## src/hw/adc_mon_defs.svh

```systemverilog
// Register offsets, field positions, reset values and command codes of the monitor register bank
`ifndef ADC_MON_DEFS_SVH
`define ADC_MON_DEFS_SVH

// Register offsets (4-bit address nibble of the command byte)
`define BIAS_ADDR     4'h1
`define MON_ADDR      4'h2
`define SYS_ADDR      4'h3

// Command opcodes in the upper nibble of the first command byte
`define OP_WRITE      4'h4
`define OP_READ       4'h2

// Field positions
`define BIAS_NEG_BIT  1
`define BIAS_POS_BIT  0
`define CLK_FLAG_BIT  7
`define SYS_RSVD_BIT  7
`define MON_HI        2
`define MON_LO        0
`define GAIN_HI       6
`define GAIN_LO       4
`define RATE_HI       3
`define RATE_LO       0
`define NIB_HI        3
`define NIB_LO        0
`define OPC_HI        7
`define OPC_LO        4

// Reset values of the writable fields
`define BIAS_RST      2'h0
`define MON_RST       3'h0
`define GAIN_RST      3'h0
`define RATE_RST      4'h0

// Monitor select codes
`define MON_NORMAL    3'h0
`define MON_OFFSET    3'h1
`define MON_GAINCAL   3'h2
`define MON_TEMP      3'h3

// Gain code that means a gain of one
`define GAIN_UNITY    3'h0

// Last byte of a burst is reached when the remaining count is this
`define COUNT_LAST    4'h0

`endif

```

## src/hw/adc_mon_pkg.sv

```systemverilog
// Types shared by the monitor register bank and its input routing stage
package adc_mon_pkg;

	// Serial command parser states
	typedef enum logic [1:0] {
		ST_OPCODE,
		ST_COUNT,
		ST_WDATA,
		ST_RDATA
	} cmd_state_e;

	// Where the converter input is connected
	typedef enum logic [1:0] {
		SRC_EXTERNAL,
		SRC_MID_SUPPLY,
		SRC_REFERENCE,
		SRC_TEMP_DIODE
	} input_src_e;

endpackage : adc_mon_pkg

```

## src/hw/adc_input_bias_monitor_regs.sv

```systemverilog
// Bias, monitor select and gain/rate registers behind a byte-wide serial command port
//
// What this block does
// Bias register at 01h, resets to 00h
// Bias bit 1 biases negative input
// Bias bit 0 biases positive input
// Monitor register 02h; flag undefined, others zero
// Bit 7 flags external clock in use
// Bits 2:0 select input; 000 normal
// Monitor selection overrides bias enables
// Code 001 shorts inputs to mid-supply
// Code 010 measures reference, gain one
// Code 011 selects temperature diode, gain one
// Normal or offset restores stored gain
// Register 03h: reserved, gain, rate fields
// Write: 0100 addr, 0000 count, data
// Read: 0010 addr, 0000 count, NOPs
// Read-only and reserved bits ignore writes
`timescale 1ns/1ps
`include "adc_mon_defs.svh"

module adc_input_bias_monitor_regs (
	input  wire logic                    CORE_CLK,
	input  wire logic                    RST,
	input  wire logic [7:0]              CMD_BYTE,
	input  wire logic                    CMD_VALID,
	input  wire logic                    EXT_CLK_IN_USE,
	output logic [7:0]                   RSP_BYTE,
	output logic                         RSP_VALID,
	output logic                         POS_BIAS_EN,
	output logic                         NEG_BIAS_EN,
	output adc_mon_pkg::input_src_e      INPUT_SRC,
	output logic [2:0]                   AMP_GAIN,
	output logic [3:0]                   OUTPUT_RATE_SEL
);

	adc_mon_pkg::cmd_state_e state_r;
	logic [3:0]              addr_r;
	logic [3:0]              count_r;
	logic                    op_write_r;
	logic [1:0]              bias_r;
	logic [2:0]              mon_r;
	logic [2:0]              gain_r;
	logic [3:0]              rate_r;
	logic                    clk_flag_r;
	logic [7:0]              rsp_byte_r;
	logic                    rsp_valid_r;
	logic                    data_byte;
	logic                    wr_en;
	logic                    rd_en;

	// Register image as seen by a read; unmapped and reserved bits read zero
	function automatic logic [7:0] reg_value(input logic [3:0] a, input logic [1:0] b,
		input logic [2:0] m, input logic f, input logic [2:0] g, input logic [3:0] r);
		logic [7:0] v;
		v = 8'h00;
		case (a)
			`BIAS_ADDR: v[`BIAS_NEG_BIT:`BIAS_POS_BIT] = b;
			`MON_ADDR: begin
				v[`MON_HI:`MON_LO] = m;
				v[`CLK_FLAG_BIT]   = f;
			end
			`SYS_ADDR: begin
				v[`GAIN_HI:`GAIN_LO] = g;
				v[`RATE_HI:`RATE_LO] = r;
			end
			default: v = 8'h00;
		endcase
		return v;
	endfunction : reg_value

	// Burst address steps through the 4-bit space and wraps
	function automatic logic [3:0] next_addr(input logic [3:0] a);
		return a + 4'h1;
	endfunction : next_addr

	assign data_byte = CMD_VALID && (state_r == adc_mon_pkg::ST_WDATA || state_r == adc_mon_pkg::ST_RDATA);
	assign wr_en     = CMD_VALID && state_r == adc_mon_pkg::ST_WDATA;
	assign rd_en     = CMD_VALID && state_r == adc_mon_pkg::ST_RDATA;

	// Command parser: opcode byte, count byte, then the data bytes
	always_ff @(posedge CORE_CLK) begin
		if (RST) begin
			state_r    <= adc_mon_pkg::ST_OPCODE;
			addr_r     <= 4'h0;
			count_r    <= 4'h0;
			op_write_r <= 1'b0;
		end else if (CMD_VALID) begin
			case (state_r)
				adc_mon_pkg::ST_OPCODE: begin
					addr_r <= CMD_BYTE[`NIB_HI:`NIB_LO];
					if (CMD_BYTE[`OPC_HI:`OPC_LO] == `OP_WRITE) begin
						op_write_r <= 1'b1;
						state_r    <= adc_mon_pkg::ST_COUNT;
					end else if (CMD_BYTE[`OPC_HI:`OPC_LO] == `OP_READ) begin
						op_write_r <= 1'b0;
						state_r    <= adc_mon_pkg::ST_COUNT;
					end
				end
				adc_mon_pkg::ST_COUNT: begin
					count_r <= CMD_BYTE[`NIB_HI:`NIB_LO];
					state_r <= op_write_r ? adc_mon_pkg::ST_WDATA : adc_mon_pkg::ST_RDATA;
				end
				adc_mon_pkg::ST_WDATA, adc_mon_pkg::ST_RDATA: begin
					addr_r <= next_addr(addr_r);
					if (count_r == `COUNT_LAST) begin
						state_r <= adc_mon_pkg::ST_OPCODE;
					end else begin
						count_r <= count_r - 4'h1;
					end
				end
				default: state_r <= adc_mon_pkg::ST_OPCODE;
			endcase
		end
	end

	// Bias enables; upper six bits are not stored so writes cannot change them
	always_ff @(posedge CORE_CLK) begin
		if (RST) begin
			bias_r <= `BIAS_RST;
		end else if (wr_en && addr_r == `BIAS_ADDR) begin
			bias_r <= CMD_BYTE[`BIAS_NEG_BIT:`BIAS_POS_BIT];
		end
	end

	// Monitor select field only; the flag bit is never written
	always_ff @(posedge CORE_CLK) begin
		if (RST) begin
			mon_r <= `MON_RST;
		end else if (wr_en && addr_r == `MON_ADDR) begin
			mon_r <= CMD_BYTE[`MON_HI:`MON_LO];
		end
	end

	// Gain and rate fields; bit 7 stays reserved
	always_ff @(posedge CORE_CLK) begin
		if (RST) begin
			gain_r <= `GAIN_RST;
			rate_r <= `RATE_RST;
		end else if (wr_en && addr_r == `SYS_ADDR) begin
			gain_r <= CMD_BYTE[`GAIN_HI:`GAIN_LO];
			rate_r <= CMD_BYTE[`RATE_HI:`RATE_LO];
		end
	end

	// Clock source status has no reset; it simply tracks the clock switch
	always_ff @(posedge CORE_CLK) begin
		clk_flag_r <= EXT_CLK_IN_USE;
	end

	// Read answer: one byte per host byte, incoming content ignored
	always_ff @(posedge CORE_CLK) begin
		if (RST) begin
			rsp_byte_r  <= 8'h00;
			rsp_valid_r <= 1'b0;
		end else begin
			rsp_valid_r <= rd_en;
			if (rd_en) begin
				rsp_byte_r <= reg_value(addr_r, bias_r, mon_r, clk_flag_r, gain_r, rate_r);
			end
		end
	end

	assign RSP_BYTE        = rsp_byte_r;
	assign RSP_VALID       = rsp_valid_r;
	assign OUTPUT_RATE_SEL = rate_r;

	// Analog routing and gain override
	monitor_route monitor_route_inst (
		.clk                (CORE_CLK),
		.rst                (RST),
		.monitor_select     (mon_r),
		.input_bias_enables (bias_r),
		.amp_gain_stored    (gain_r),
		.input_src          (INPUT_SRC),
		.pos_bias_en        (POS_BIAS_EN),
		.neg_bias_en        (NEG_BIAS_EN),
		.amp_gain           (AMP_GAIN)
	);
endmodule : adc_input_bias_monitor_regs

```

## src/hw/monitor_route.sv

```systemverilog
// Input routing, bias gating and gain override driven by the monitor select field
`timescale 1ns/1ps
`include "adc_mon_defs.svh"

module monitor_route (
	input  wire logic                    clk,
	input  wire logic                    rst,
	input  wire logic [2:0]              monitor_select,
	input  wire logic [1:0]              input_bias_enables,
	input  wire logic [2:0]              amp_gain_stored,
	output adc_mon_pkg::input_src_e      input_src,
	output logic                         pos_bias_en,
	output logic                         neg_bias_en,
	output logic [2:0]                   amp_gain
);

	adc_mon_pkg::input_src_e src_nxt;
	logic                    force_unity;
	logic                    bias_allowed;

	// Decode the selection; reserved codes fall back to normal routing
	always_comb begin
		force_unity  = 1'b0;
		bias_allowed = 1'b0;
		case (monitor_select)
			`MON_NORMAL: begin
				src_nxt      = adc_mon_pkg::SRC_EXTERNAL;
				bias_allowed = 1'b1;
			end
			`MON_OFFSET: begin
				src_nxt = adc_mon_pkg::SRC_MID_SUPPLY;
			end
			`MON_GAINCAL: begin
				src_nxt     = adc_mon_pkg::SRC_REFERENCE;
				force_unity = 1'b1;
			end
			`MON_TEMP: begin
				src_nxt     = adc_mon_pkg::SRC_TEMP_DIODE;
				force_unity = 1'b1;
			end
			default: begin
				src_nxt      = adc_mon_pkg::SRC_EXTERNAL;
				bias_allowed = 1'b1;
			end
		endcase
	end

	// Registered analog controls; bias only applies with no monitor active
	always_ff @(posedge clk) begin
		if (rst) begin
			input_src   <= adc_mon_pkg::SRC_EXTERNAL;
			pos_bias_en <= 1'b0;
			neg_bias_en <= 1'b0;
			amp_gain    <= `GAIN_RST;
		end else begin
			input_src   <= src_nxt;
			pos_bias_en <= bias_allowed & input_bias_enables[`BIAS_POS_BIT];
			neg_bias_en <= bias_allowed & input_bias_enables[`BIAS_NEG_BIT];
			amp_gain    <= force_unity ? `GAIN_UNITY : amp_gain_stored;
		end
	end
endmodule : monitor_route

```

## config.mk

```make
export PLATFORM = sky130hd
export DESIGN_NAME = adc_input_bias_monitor_regs
export DESIGN_NICKNAME = d
export VERILOG_FILES = /design/src/hw/adc_mon_pkg.sv /design/src/hw/adc_input_bias_monitor_regs.sv /design/src/hw/monitor_route.sv
export VERILOG_INCLUDE_DIRS = /design/src /design/src/hw
export SDC_FILE = /design/constraint.sdc
export NUM_CORES = 1
export LEC_CHECK = 0
export ABC_AREA = 1
export BUFFER_PORTS_ARGS = -buffer_cell sky130_fd_sc_hd__buf_2
export CORE_ASPECT_RATIO = 0.7
export CORE_MARGIN = 2
export CORE_UTILIZATION = 59
export CTS_BUF_LIST = sky130_fd_sc_hd__clkbuf_4
export DETAILED_ROUTE_END_ITERATION = 7
export GPL_TIMING_DRIVEN = 0
export PLACE_DENSITY = 0.84
export SETUP_SLACK_MARGIN = 0.2
export SLEW_MARGIN = 0
export SYNTH_ARGS = -nofsm -noshare
export SYNTH_HDL_FRONTEND = slang
export SYNTH_SLANG_ARGS = --single-unit
```

## constraint.sdc

```tcl
create_clock -name CORE_CLK -period 2.25 [get_ports CORE_CLK]
set_clock_uncertainty 0.15 [all_clocks]
set_input_delay 0.3375 -clock CORE_CLK [delete_from_list [all_inputs] [get_ports CORE_CLK]]
set_output_delay 0.3375 -clock CORE_CLK [all_outputs]
set_load 0.1 [all_outputs]
```

==> impl_metrics.csv <==
group,metric,value,unit
setup_path,crit_path_top_delay_cell,"buf_2",
synth,synth-compound-area-share,18.9,%
placed_design,placedCellCount,294,
synth,netlist_area,1710,um^2
drt,viasPerCell,5.32,
sta,min_period,1660,ps
grt,grt_first_pass_wirelength,6290,um
clock_tree,cts_tree,"built",
drt,antenna_left,0,
synth,synth_xor_area_share,0.511,%
pwr,powerDensity,675,nW/um^2
synth,yosys_warnings,0,
floorplanning,io_pins,32,
grt,grt_pass1_vias,1397,
setup_path,path_cells,"buf_2",
pwr,seqPwrFrac,54.9,%
synth,yosysTopAreaCell,"dfxtp_1",
clock_tree,clk_pin_slew,110,ps
pwr,power.switching,0.337,mW
worst_hold_path,hp-class,"in2reg",
layout,final_nets,282,
grt,grt_usage,25.5,%
grt,grt_max_degree,13,
pwr,power_frac_clock,35.4,%
clock_tree,clock-sinks,40,
sta,maxSlewViolCount,0,
synth,netlist_instances,228,
pwr,p_comb_share,9.7,%
placed_design,preCtsSetupSlack,630,ps
sta,fin_hold_ws,116,ps
layout,finalInstanceArea,2000,um^2
layout,diodes,0,
sta,worst_slew_pin_slew,488,ps
floorplanning,placementRows,16,
setup_path,crit_buf_inv,1,
setup_path,end_kind,"output port",
pwr,sw_frac_of_total,25.0,%
clock_tree,insertion_delay,350,ps
pwr,intPower,1.01,mW
synth,synthSimpleGateAreaFrac,22.7,%
drt,vias,1612,
placed_design,hpwl,2800,um
pwr,p_leak,0.899,nW
layout,layout-drive-gt1-share,18.7,%
drt,dr.first_iter.drc_count,173,
floorplanning,start_util,61.6,%
floorplanning,die_w,68.4,um
setup_path,crit_type,"reg2out",
drt,avgRoutedWirePerCell,12.5,um
drt,drc_errors,0,
synth,synth_area_leaders,"dfxtp_1 47%, o21ai_0 8.2%, a21oi_1 7.3%",
synth,syn_avg_cell_area,7.51,um^2
pwr,finalPower,1.35,mW
synth,seq_area_frac_synth,46.7,%
synth,synth_top_family_by_area,"simple AND/OR/NAND/NOR gates",
layout,stdcell_count,303,
sta,slew_headroom,67.7,%
grt,grt-ovfl-total,0,
synth,async_flop_share,0,%
drt,wl,3800,um
synth,synthAdderAreaFrac,2.92,%
synth,syn_nets,244,
placed_design,place.gp.congestion,0.831,
setup_path,path_delay_family,"buffers and inverters",
clock_tree,cts-root-buf,"clkbuf_4",
setup_path,cp.arrival,1170,ps
clock_tree,numCtsBuffers,5,
sta,max_freq,0.603,GHz
floorplanning,coreArea,2780,um^2
synth,synthTopCellsByCount,"40 x dfxtp_1, 31 x nand2_1, 29 x inv_1",
floorplanning,die_y,49.1,um
flow_run,max_cap_viol_count,0,
synth,synthMuxAreaShare,0,%
sta,hold_violations,0,
sta,setup_violations,0,
sta,setup_tns,0,ps
placed_design,numPortBuffers,30,
grt,antenna_found_initial,0,
layout,syn_to_final_growth,16.7,%
setup_path,critPathRequiredTime,1760,ps
setup_path,rrSetupSlack,670,ps
synth,yosysMostFrequentCell,"dfxtp_1",
setup_path,crit_fanout,3,
sta,setup_ws,591,ps
setup_path,cp_slowest_stage_delay,440,ps
layout,fin_util,71.8,%
drt,dr.pass1.iters,4,
synth,ys.flop_type,"dfxtp_1",
placed_design,postPlaceCellArea,1910,um^2
clock_tree,cts_max_level,2,
setup_path,startpoint_type,"flip-flop",
sta,rsz0062_at_grt,"no",
clock_tree,clockBufferDepth,2,
run_status,status,"completed",
synth,yosysUniqueCellTypes,23,
synth,synth_edf_count,0,
pwr,ir_drop,0.430,mV
sta,period_share,73.7,%
floorplanning,die_area,3360,um^2
synth,synth.top_cell.area_share,46.7,%
synth,ys_seq_elements,40,
-- final timing paths --
path,startpoint,endpoint,cells after the start
max,OUTPUT_RATE_SEL[0],OUTPUT_RATE_SEL[0],1
min,CMD_BYTE[3],OUTPUT_RATE_SEL[3],3
max reg2reg,count_r[0],count_r[3],8
min reg2reg,mon_r[2],monitor_route_inst.input_src[0],1
-- cell families (layout without fill, tap and decap cells) --
kind of cell | count (synthesis) | count (layout)
AO/OA/AOI/OAI | 61 | 61
XOR/XNOR | 1 | 1
adder cells (fa/ha/maj) | 4 | 4
buffers and inverters | 37 | 76
flip-flops | 40 | 40
AND/OR/NAND/NOR | 85 | 85
-- tightest hold or removal path, cell delays in order --
cell and delay [ps]:
buf_2 110, o21ai_1 70, nor2_1 70
-- what timing repair did --
action	in CTS	in global routing
buffers inserted	0	0
gates resized for setup	0	0
hold endpoints to repair	1	0
hold buffers	1	0
-- routing by layer --
metal / GRT usage, % / up-vias / share of wire [%]
li1: - / 826 / -
met1: 35.3 / 722 / 46
met2: 37.3 / 56 / 45
met3: 6.24 / 8 / 7.6
met4: 11.0 / 0 / 1.6
met5: 0 / - / 0
-- cells in the final DEF, fill, tap and decap left out, types with 6 or more instances in the layout --
master / synthesis / routed
inv_1: 29 / 29
a21oi_1: 25 / 25
nand3_1: 17 / 17
dfxtp_1: 40 / 40
nor2_1: 24 / 24
o21ai_0: 28 / 28
nand2_1: 31 / 31
buf_2: 1 / 31
clkbuf_4: 0 / 6
-- final cells by class --
class                           count  area, um^2
Buffer                              5        20.0
Clock buffer                        6        45.0
Clock inverter                      2        35.0
Fill cell                         234         785
Inverter                           32         120
Multi-Input combinational cell    151         772
Sequential cell                    40         801
Tap cell                           36        45.0
Timing Repair Buffer               31         160
-- sequential cells by signal, summed over array words and instances (netlist names) --
| signal | count |
|---|---|
| OUTPUT_RATE_SEL | 4 |
| RSP_BYTE | 8 |
| RSP_VALID | 1 |
| addr_r | 4 |
| bias_r | 2 |
| clk_flag_r | 1 |
| count_r | 4 |
| gain_r | 3 |
| mon_r | 3 |
| monitor_route_inst.amp_gain | 3 |
| monitor_route_inst.input_src | 2 |
| monitor_route_inst.neg_bias_en | 1 |
| monitor_route_inst.pos_bias_en | 1 |
| op_write_r | 1 |
| state_r | 2 |
-- power groups by stage --
stage	logic [mW]	clock network [mW]	registers (mW)
CTS	0.129	0.488	0.741
detailed placement	0.127	0	0.757
finish	0.131	0.478	0.741
global route	0.149	0.510	0.744
floorplan	0.0873	0	0.757
global placement	0.124	0	0.756
Note: power is estimated with default switching activity, not from simulation.
